File: config.mk
export PLATFORM = sky130hd
export DESIGN_NAME = hss_fault_protect
export DESIGN_NICKNAME = d
export VERILOG_FILES = /design/src/rtl/hss_fault_pkg.sv /design/src/rtl/fault_input_sync.sv /design/src/rtl/hss_fault_protect.sv
export SDC_FILE = /design/constraint.sdc
export NUM_CORES = 1
export LEC_CHECK = 0
export ABC_CLOCK_PERIOD_IN_PS = 6400
export BUFFER_PORTS_ARGS = -buffer_cell sky130_fd_sc_hd__buf_2
export CELL_PAD_IN_SITES_DETAIL_PLACEMENT = 0
export CELL_PAD_IN_SITES_GLOBAL_PLACEMENT = 1
export CORE_ASPECT_RATIO = 0.5
export CORE_UTILIZATION = 49
export CTS_CLUSTER_SIZE = 16
export DETAILED_ROUTE_END_ITERATION = 12
export GPL_ROUTABILITY_DRIVEN = 0
export GPL_TIMING_DRIVEN = 0
export PLACE_DENSITY_LB_ADDON = 0.1
export SYNTH_ARGS = -nofsm -noshare
export SYNTH_HDL_FRONTEND = slang
export SYNTH_HIERARCHICAL = 1
export SYNTH_SLANG_ARGS = --single-unit
File: constraint.sdc
create_clock -name core_clk -period 6.4 [get_ports core_clk]
set_clock_uncertainty 0.15 [all_clocks]
set_input_delay 0.32 -clock core_clk [delete_from_list [all_inputs] [get_ports core_clk]]
set_output_delay 0.32 -clock core_clk [all_outputs]
set_load 0.005 [all_outputs]
File: src/rtl/hss_fault_pkg.sv
// constants and state types shared by the switch fault protection logic
// assumes a single 125 MHz core clock and a synchronous active-low reset
package hss_fault_pkg;

  // =========================================================================
  // timing
  localparam int CLK_PERIOD_NS   = 8;
  localparam int RETRY_DELAY_US  = 10;
  // least time, so round the cycle count up
  localparam int RETRY_DELAY_CYC =
    (RETRY_DELAY_US * 1000 + CLK_PERIOD_NS - 1) / CLK_PERIOD_NS;

  // =========================================================================
  // widths
  localparam int DUR_W   = 16;
  localparam int RETRY_W = 4;
  localparam int TMR_W   = 11;
  localparam int SYNC_W  = 13;

  localparam logic [TMR_W-1:0] RETRY_LAST = TMR_W'(RETRY_DELAY_CYC - 1);
  localparam logic [DUR_W-1:0] DUR_MAX    = '1;

  // =========================================================================
  // synchroniser bit positions (two bits per channel field)
  localparam int SY_OT   = 0;
  localparam int SY_OCH  = 2;
  localparam int SY_OCM  = 4;
  localparam int SY_OCL  = 6;
  localparam int SY_SC   = 8;
  localparam int SY_PROF = 10;
  localparam int SY_OV   = 12;

  // =========================================================================
  // state types
  typedef enum logic [3:0] {
    WIN_IDLE   = 4'h1,
    WIN_FIRST  = 4'h2,
    WIN_SECOND = 4'h4,
    WIN_STEADY = 4'h8
  } win_t;

  typedef struct packed {
    logic              gate;
    logic              cmdPrev;
    logic              otHold;
    logic              otFlag;
    logic              ocFlag;
    logic              scFlag;
    logic              latched;
    logic              retryWait;
    logic              firstOnDone;
    logic              cleanOn;
    win_t              win;
    logic [DUR_W-1:0]  durCnt;
    logic [RETRY_W-1:0] retryCnt;
    logic [TMR_W-1:0]  retryTmr;
  } chan_t;

  typedef struct packed {
    chan_t [1:0] ch;
    logic        otPinLow;
    logic        ovFlag;
    logic        faultPin_n;
    logic        syncOut_n;
    logic [1:0]  senseEn;
  } fp_state_t;

  // =========================================================================
  // reset values
  localparam chan_t CHAN_RESET = '{win: WIN_IDLE, default: '0};
  localparam fp_state_t FP_RESET = '{
    ch: '{CHAN_RESET, CHAN_RESET},
    otPinLow: 1'b0, ovFlag: 1'b0, faultPin_n: 1'b1, syncOut_n: 1'b1,
    senseEn: 2'h0};

endpackage : hss_fault_pkg

File: src/rtl/fault_input_sync.sv
// three-stage synchroniser with agreement filter for comparator inputs
// assumes inputs are asynchronous to clk; output changes only when the
// second and third stages agree
`timescale 1ns/1ns
`default_nettype none
module fault_input_sync #(
  parameter int W = 1
) (
  // clock and reset
  input  wire logic         clk,
  input  wire logic         rst_n,
  // data
  input  wire logic [W-1:0] din,
  output logic      [W-1:0] dout
);

  typedef struct packed {
    logic [W-1:0] s1;
    logic [W-1:0] s2;
    logic [W-1:0] s3;
    logic [W-1:0] q;
  } sync_t;

  sync_t st_r;
  sync_t st_nxt;

  // =========================================================================
  // stage shift; first stage feeds only the second
  always_comb begin
    st_nxt    = st_r;
    st_nxt.s1 = din;
    st_nxt.s2 = st_r.s1;
    st_nxt.s3 = st_r.s2;
    for (int i = 0; i < W; i++) begin
      if (st_r.s2[i] == st_r.s3[i]) begin
        st_nxt.q[i] = st_r.s3[i];  // a glitch seen in one stage is dropped
      end
    end
  end

  always_ff @(posedge clk) begin
    if (!rst_n) begin
      st_r <= '0;
    end else begin
      st_r <= st_nxt;
    end
  end

  assign dout = st_r.q;

endmodule : fault_input_sync
`default_nettype wire

File: src/rtl/hss_fault_protect.sv
// fault protection core for both channels of a dual high-side switch
// assumes control/read strobes come from logic on core_clk; comparator
// results and profile pins are asynchronous and synchronised here
//
// Overview of operation
// - overtemperature turns channel off, sets its flag, pulls fault pin low
// - after overtemperature, pin rises only on turn-on with no heat present
// - overtemperature is caught while off; pin low until cool and turn-on
// - with auto-retry the channel turns back on once it has cooled
// - temp flag clears on fault read only if cool and pin already high
// - overcurrent turns channel off, sets its flag, pulls fault pin low
// - overcurrent is a threshold crossing or a window outlasting its width
// - during a channel's window its sensing is blanked; sense sync high only when no channel senses
// - profile pin low selects lighting, high selects motor profile
// - lighting: three thresholds, two windows opened only at first turn-on
// - motor: one window opened whenever current passes the low threshold
// - motor: duration counter over window width trips overcurrent, then retry
// - with auto-retry, overcurrent latches only when retries run out
// - duration counter accumulates on-time only, ignoring off-times
// - delatch clears counter; lighting retries clear it, motor ones do not
// - motor: clean on-period clears counter at the following turn-off
// - in switch mode turn-offs never clear a motor counter; only delatch does
// - short at turn-on: immediate off, pin low, flag latched, may retry
// - enabled overvoltage turns both channels off, pin low, sets flag
// - overvoltage flag clears on status read once condition is gone
// - with protection disabled overvoltage only sets its warning flag
`timescale 1ns/1ns
`default_nettype none
module hss_fault_protect
  import hss_fault_pkg::*;
(
  // clock and reset
  input  wire logic             core_clk,
  input  wire logic             rst_n,
  // asynchronous comparators and profile pins
  input  wire logic [1:0]       otDet,
  input  wire logic [1:0]       ocHighDet,
  input  wire logic [1:0]       ocMidDet,
  input  wire logic [1:0]       ocLowDet,
  input  wire logic [1:0]       scDet,
  input  wire logic             ovDet,
  input  wire logic [1:0]       loadProfileSelect,
  // channel control and configuration
  input  wire logic [1:0]       chanOnCmd,
  input  wire logic [1:0]       switchMode,
  input  wire logic [1:0]       autoRetryEn,
  input  wire logic [RETRY_W-1:0] retryLimit,
  input  wire logic [1:0]       delatchPulse,
  input  wire logic             overvoltageProtectDisable,
  input  wire logic [DUR_W-1:0] winWidthFirst,
  input  wire logic [DUR_W-1:0] winWidthSecond,
  // register read strobes
  input  wire logic [1:0]       faultRegRead,
  input  wire logic             statusRegRead,
  // outputs
  output logic [1:0]            chanGate,
  output logic                  faultStatusOut_n,
  output logic                  senseSync_n,
  output logic [1:0]            senseEnable,
  output logic [1:0]            overtempFlag,
  output logic [1:0]            overcurrentFlag,
  output logic [1:0]            shortCircuitFlag,
  output logic                  overvoltageFlag
);

  // =========================================================================
  // helpers
  function automatic logic inWindow(input win_t w);
    inWindow = (w == WIN_FIRST) || (w == WIN_SECOND);
  endfunction : inWindow

  // =========================================================================
  // input synchronisation
  logic [SYNC_W-1:0] syncQ;
  logic [1:0]        otS;
  logic [1:0]        ocH;
  logic [1:0]        ocM;
  logic [1:0]        ocL;
  logic [1:0]        scS;
  logic [1:0]        motor;
  logic              ovS;

  // every analog result enters through the filter before any decision
  fault_input_sync #(.W(SYNC_W)) u_sync (
    .clk   (core_clk),
    .rst_n (rst_n),
    .din   ({ovDet, loadProfileSelect, scDet, ocLowDet, ocMidDet,
             ocHighDet, otDet}),
    .dout  (syncQ)
  );

  assign otS   = syncQ[SY_OT+:2];
  assign ocH   = syncQ[SY_OCH+:2];
  assign ocM   = syncQ[SY_OCM+:2];
  assign ocL   = syncQ[SY_OCL+:2];
  assign scS   = syncQ[SY_SC+:2];
  assign motor = syncQ[SY_PROF+:2];  // low = lighting, high = motor
  assign ovS   = syncQ[SY_OV];

  // =========================================================================
  // state
  fp_state_t  st_r;
  fp_state_t  st_nxt;
  logic [1:0] tripV;
  logic [1:0] scV;
  logic       ovBlock;

  assign ovBlock = ovS & ~overvoltageProtectDisable;

  // =========================================================================
  // next-state logic for both channels and the shared fault pin
  always_comb begin
    chan_t            ch;
    logic             rise;
    logic             expire;
    logic             gateNxt;
    logic             onEvent;
    logic             anyBusy;
    logic [DUR_W-1:0] width;
    ch      = CHAN_RESET;
    rise    = 1'b0;
    expire  = 1'b0;
    gateNxt = 1'b0;
    onEvent = 1'b0;
    anyBusy = 1'b0;
    width   = '0;
    tripV   = 2'h0;
    scV     = 2'h0;
    st_nxt  = st_r;
    for (int c = 0; c < 2; c++) begin
      ch   = st_r.ch[c];
      rise = chanOnCmd[c] & ~ch.cmdPrev;
      st_nxt.ch[c].cmdPrev = chanOnCmd[c];

      // window width follows the active segment
      width  = (ch.win == WIN_SECOND) ? winWidthSecond : winWidthFirst;
      expire = ch.gate && (ch.durCnt > width);

      // overcurrent profile stepping
      case (ch.win)
        WIN_IDLE: begin
          if (motor[c]) begin
            if (ch.gate && ocL[c]) begin
              st_nxt.ch[c].win = WIN_FIRST;  // event driven
            end
          end else if (ch.gate && !ch.firstOnDone) begin
            st_nxt.ch[c].win         = WIN_FIRST;  // once only
            st_nxt.ch[c].firstOnDone = 1'b1;
          end else if (ch.firstOnDone) begin
            st_nxt.ch[c].win = WIN_STEADY;
          end
        end
        WIN_FIRST: begin
          if (motor[c]) begin
            tripV[c] = (ch.gate && ocH[c]) || expire;
            if (!ocL[c]) begin
              st_nxt.ch[c].win = WIN_IDLE;
            end
          end else begin
            tripV[c] = ch.gate && ocH[c];
            if (expire) begin
              tripV[c] = tripV[c] || ocM[c];  // outlasted first window
              st_nxt.ch[c].win    = WIN_SECOND;
              st_nxt.ch[c].durCnt = '0;
            end
          end
        end
        WIN_SECOND: begin
          tripV[c] = (ch.gate && ocM[c]) || (expire && ocL[c]);
          if (expire) begin
            st_nxt.ch[c].win = WIN_STEADY;
          end
        end
        WIN_STEADY: begin
          tripV[c] = ch.gate && ocL[c];
          if (motor[c]) begin
            st_nxt.ch[c].win = WIN_IDLE;
          end
        end
        default: begin
          st_nxt.ch[c].win = WIN_IDLE;
        end
      endcase

      // only on-time inside a window counts; off-time freezes it
      if (ch.gate && inWindow(ch.win) && (ch.durCnt != DUR_MAX)
          && !(expire && !motor[c])) begin
        st_nxt.ch[c].durCnt = ch.durCnt + 1'b1;
      end

      // short at turn-on, reported by the comparator while driving
      scV[c] = ch.gate && scS[c];

      // flag clears on reads; sets below take priority
      if (faultRegRead[c] && !ch.latched && !ch.retryWait) begin
        st_nxt.ch[c].ocFlag = 1'b0;
        st_nxt.ch[c].scFlag = 1'b0;
      end
      if (faultRegRead[c] && !otS[c] && st_r.faultPin_n) begin
        st_nxt.ch[c].otFlag = 1'b0;
      end

      // retry wait and its timer
      if (ch.retryWait) begin
        st_nxt.ch[c].retryTmr = ch.retryTmr + 1'b1;
        if (ch.retryTmr == RETRY_LAST) begin
          st_nxt.ch[c].retryWait = 1'b0;
          st_nxt.ch[c].retryCnt  = ch.retryCnt + 1'b1;
          if (!motor[c]) begin
            st_nxt.ch[c].durCnt = '0;  // lighting retry restarts count
          end
        end
      end

      // delatch wipes latch, retries and counter; a trip in the same
      // cycle still wins so a live fault is never lost
      if (delatchPulse[c]) begin
        st_nxt.ch[c].latched   = 1'b0;
        st_nxt.ch[c].retryWait = 1'b0;
        st_nxt.ch[c].retryCnt  = '0;
        st_nxt.ch[c].durCnt    = '0;
      end
      // overcurrent or short: shut off, then retry or latch
      if (tripV[c] || scV[c]) begin
        st_nxt.ch[c].ocFlag  = ch.ocFlag | tripV[c];
        st_nxt.ch[c].scFlag  = ch.scFlag | scV[c];
        st_nxt.ch[c].cleanOn = 1'b0;
        if (autoRetryEn[c] && (ch.retryCnt < retryLimit)) begin
          st_nxt.ch[c].retryWait = 1'b1;
          st_nxt.ch[c].retryTmr  = '0;
        end else begin
          st_nxt.ch[c].latched   = 1'b1;  // retry disabled or retries used up
          st_nxt.ch[c].retryWait = 1'b0;
        end
      end

      // overtemperature hold and release
      if (otS[c]) begin
        st_nxt.ch[c].otFlag = 1'b1;
        st_nxt.ch[c].otHold = 1'b1;
      end else if (ch.otHold && (autoRetryEn[c] || rise)) begin
        st_nxt.ch[c].otHold = 1'b0;
      end

      // gate drive
      gateNxt = chanOnCmd[c] && !otS[c] && !st_nxt.ch[c].otHold
                && !st_nxt.ch[c].latched && !st_nxt.ch[c].retryWait
                && !ovBlock && !tripV[c] && !scV[c];
      st_nxt.ch[c].gate = gateNxt;
      if (gateNxt && !ch.gate) begin
        onEvent              = 1'b1;
        st_nxt.ch[c].cleanOn = 1'b1;
      end

      // motor counter reset at turn-off after a clean on-period; pwm
      // edges in switch mode must not erase the accumulated time
      if (!gateNxt && ch.gate && motor[c] && st_nxt.ch[c].cleanOn
          && !switchMode[c]) begin
        st_nxt.ch[c].durCnt = '0;
      end

      anyBusy = anyBusy | st_nxt.ch[c].latched | st_nxt.ch[c].retryWait;
      st_nxt.senseEn[c] = gateNxt && !inWindow(st_nxt.ch[c].win);
    end

    // shared overtemperature pin hold: set while hot, cleared by turn-on
    if (|otS) begin
      st_nxt.otPinLow = 1'b1;
    end else if (onEvent) begin
      st_nxt.otPinLow = 1'b0;
    end

    // overvoltage flag: warning even when protection is disabled
    if (statusRegRead && !ovS) begin
      st_nxt.ovFlag = 1'b0;
    end
    if (ovS) begin
      st_nxt.ovFlag = 1'b1;
    end

    st_nxt.faultPin_n = !(st_nxt.otPinLow || ovBlock || anyBusy);
    st_nxt.syncOut_n = !(|st_nxt.senseEn);  // high while no channel senses
  end

  always_ff @(posedge core_clk) begin
    if (!rst_n) begin
      st_r <= FP_RESET;
    end else begin
      st_r <= st_nxt;
    end
  end

  // =========================================================================
  // outputs, all straight from the state register
  assign chanGate         = {st_r.ch[1].gate, st_r.ch[0].gate};
  assign faultStatusOut_n = st_r.faultPin_n;
  assign senseSync_n      = st_r.syncOut_n;
  assign senseEnable      = st_r.senseEn;
  assign overtempFlag     = {st_r.ch[1].otFlag, st_r.ch[0].otFlag};
  assign overcurrentFlag  = {st_r.ch[1].ocFlag, st_r.ch[0].ocFlag};
  assign shortCircuitFlag = {st_r.ch[1].scFlag, st_r.ch[0].scFlag};
  assign overvoltageFlag  = st_r.ovFlag;

  // =========================================================================
  // assertions
  // turn-on of either channel is what releases the shared heat hold
  logic onEventAny;
  assign onEventAny = |({st_nxt.ch[1].gate, st_nxt.ch[0].gate} & ~chanGate);
endmodule : hss_fault_protect
`default_nettype wire

==> run summary <==
fin. max-slew vios - 0
Pwr Density - 234 mW/mm2
outcome - finished clean
post-route design area - 0.00917 mm2
first-pass GRT wire length - 30.3 mm
crit start category - flop
Total Die Area - 0.0164 mm2
Starting DRT DRC Count - 409
DR WL/cell - 15.4 um
starting density of the core - 50.4%
Tightest Pin Transition - 758 ps
Synth area leaders - dfxtp_1 38%, ha_1 7.4%, mux2i_1 4.6%, and2_1 4.2%, a21oi_1 3.5%
CP max FO - 10
post-CTS setup buffer count - 0
Die Y - 91.2 um
via count - 6,454
Most used DFF post-synth - dfxtp_1
endpoints failing setup - 0
CTS Buffer Depth - 2
I/O Pins - 76
synthesized flop and latch total - 148
CP required - 6530 ps
Synthesized Nets - 972
placed inst area - 0.00842 mm2
Mean Syn Cell Area - 9.03 um2
Yosys top cell area share - 38.0%
area delta synth->final - 17.8%
Setup TNS - 0 ps
CP arrival - 4690 ps
Cell variety after synth - 71
Die X - 180 um
fin nets - 1,081
Ant. Diodes - 0
Via density - 5.43
core region area - 0.0155 mm2
initial antenna violation count - 0
Crit Path Category - flop to flop
Layout Utilization - 59.4%
sequential area share after synthesis - 38.0%
CTS H-Tree Depth - 4
clk_lat worst skew - 420 ps
Final period util - 71.3%
Hold Path Class - input pin to flop
Peak supply drop - 0.205 mV
critical path endpoint category - flop
final WL - 18.4 mm
area leader, netlist - dfxtp_1
row cnt - 32
Post-synth EDFFs - 0
Slew headroom - 49.5%
vias in the first global route - 6,107
detailed-placement wirelength estimate - 13.6 mm
Routed Antenna Nets - 0
f_max - 0.219 GHz
DRC - 0
clk sinks - 148
grt ovf - 0
Synth Warn # - 6
CTS tree - done
largest net degree at the start of global routing - 18
Clk Tree Root Cell - clkbuf_16
Async S/R FF share, synth - 0%
All-Layer GR Usage - 23.1%
crit path time final - 4560 ps
TritonRoute pass-1 iters - 5
share of post-route cells with drive strength above 1 - 18.2%
RSZ-0062 raised after global routing - no
cell area after synthesis - 0.00779 mm2
Reg clk slew, reported paths - 70 ps
leakage power - 3.59 nW
IO buf count - 75
Post-Synthesis Cells - 863
Num CTS Buffers - 17
Final Hold Vio Count - 0
Max-Cap Viols - 0
[worst max-delay path, stage by stage, from the launching register on]
cell and delay [ps]:
dfxtp_1 310, buf_2 200, nor4b_4 320, buf_6 210
buf_1 590, mux2i_1 320, ha_1 280, a21o_1 160
a21o_1 170, a211o_1 370, o31ai_1 410, a41o_1 400
clkbuf_1 430, a21oi_1 80
[synth_stat cells (all sizes together) (6+ instances only)]
cell      n
dfxtp   148
a21oi    62
nor2     60
nand2    55
and2     52
ha       46
buf      42
o21ai    40
mux2i    36
inv      26
o211ai   25
or3      25
nand3    23
nand4    21
nor2b    20
xor2     18
a21boi   16
clkbuf   15
nand2b   11
nor3      9
xnor2     9
and3      8
nand3b    8
nor4b     8
a211oi    6
a31oi     6
o21a      6
[stage by stage]
stage	cells	setup WS (ps)	hold slack, ps	power, mW
floorplan	863	2730	256	1.08
global placement	1142	1880	265	1.14
detailed placement	1142	1820	269	1.14
CTS	1189	1790	10.9	2.17
global route	1189	1570	44.8	2.24
finish	1189	1840	33.1	2.15
[layout by cell type, fill, tap and decap left out, types with 20 or more instances in the layout]
cell,count
nor2_1,60
buf_2,84
nand2_1,54
buf_4,27
o211ai_1,25
nor2b_1,20
or3_1,25
and2_1,52
a21oi_1,55
nand3_1,23
dfxtp_1,148
nand4_1,20
mux2i_1,36
o21ai_0,34
ha_1,46
inv_1,26
[timing repair]
item                      4_1_cts  5_1_grt
hold buffers                   15        0
hold endpoints to repair       15        0
gates resized for setup         0        0
[layer usage]
layer  up-vias  GRT usage (%)  wire length [um]
met5         -              0                 0
met4         0           4.56                99
met3        11           4.81               642
met2        99           36.1              7910
met1      3041           32.6              9710
li1       3303              -                 -
[flip-flops by register name (all words and copies together), names as in the netlist, 13 cells and up]
register and count:
st_r 83, u_sync/st_nxt 26, u_sync/dout 13, u_sync/st_r 13
[where the power goes]
part / switching (mW) / internal, mW
registers: 0.00934 / 0.943
logic: 0.0944 / 0.0822
clock network: 0.460 / 0.561
total: 0.564 / 1.59
[cell type report]
type	count	area, um2
tap	204	255
fill	1417	6280
multi-input combinational	632	4370
sequential	148	2960
timing repair buffer	90	526
buffer	57	360
clock inverter	15	178
clock buffer	17	425
inverter	26	97.6
[path summary, 6_finish.rpt]
check             slack [ps]  depth (start not counted)                      endpoint                         start
hold reg to reg          280                          1  u_sync/st_nxt[13]$_SDFF_PN0_  u_sync/st_nxt[26]$_SDFF_PN0_
hold / removal            30                          2           st_r[94]$_SDFF_PN0_                  chanOnCmd[1]
setup / recovery        1840                         13           st_r[76]$_SDFF_PP0_           st_r[84]$_SDFF_PN0_
setup reg to reg        1840                         13           st_r[76]$_SDFF_PP0_           st_r[84]$_SDFF_PN0_
[cells by family (layout without fill, tap and decap cells)]
family	count (synthesis)	after routing	share of synthesized area [%]
XOR/XNOR	27	27	3.04
multiplexers	40	40	5.20
AO/OA/AOI/OAI	195	195	17.0
flip-flops	148	148	38.0
AND/OR/NAND/NOR	324	324	23.5
buffers and inverters	83	205	5.88
adder cells (fa/ha/maj)	46	46	7.39
Power figures use the tool's default switching activity.
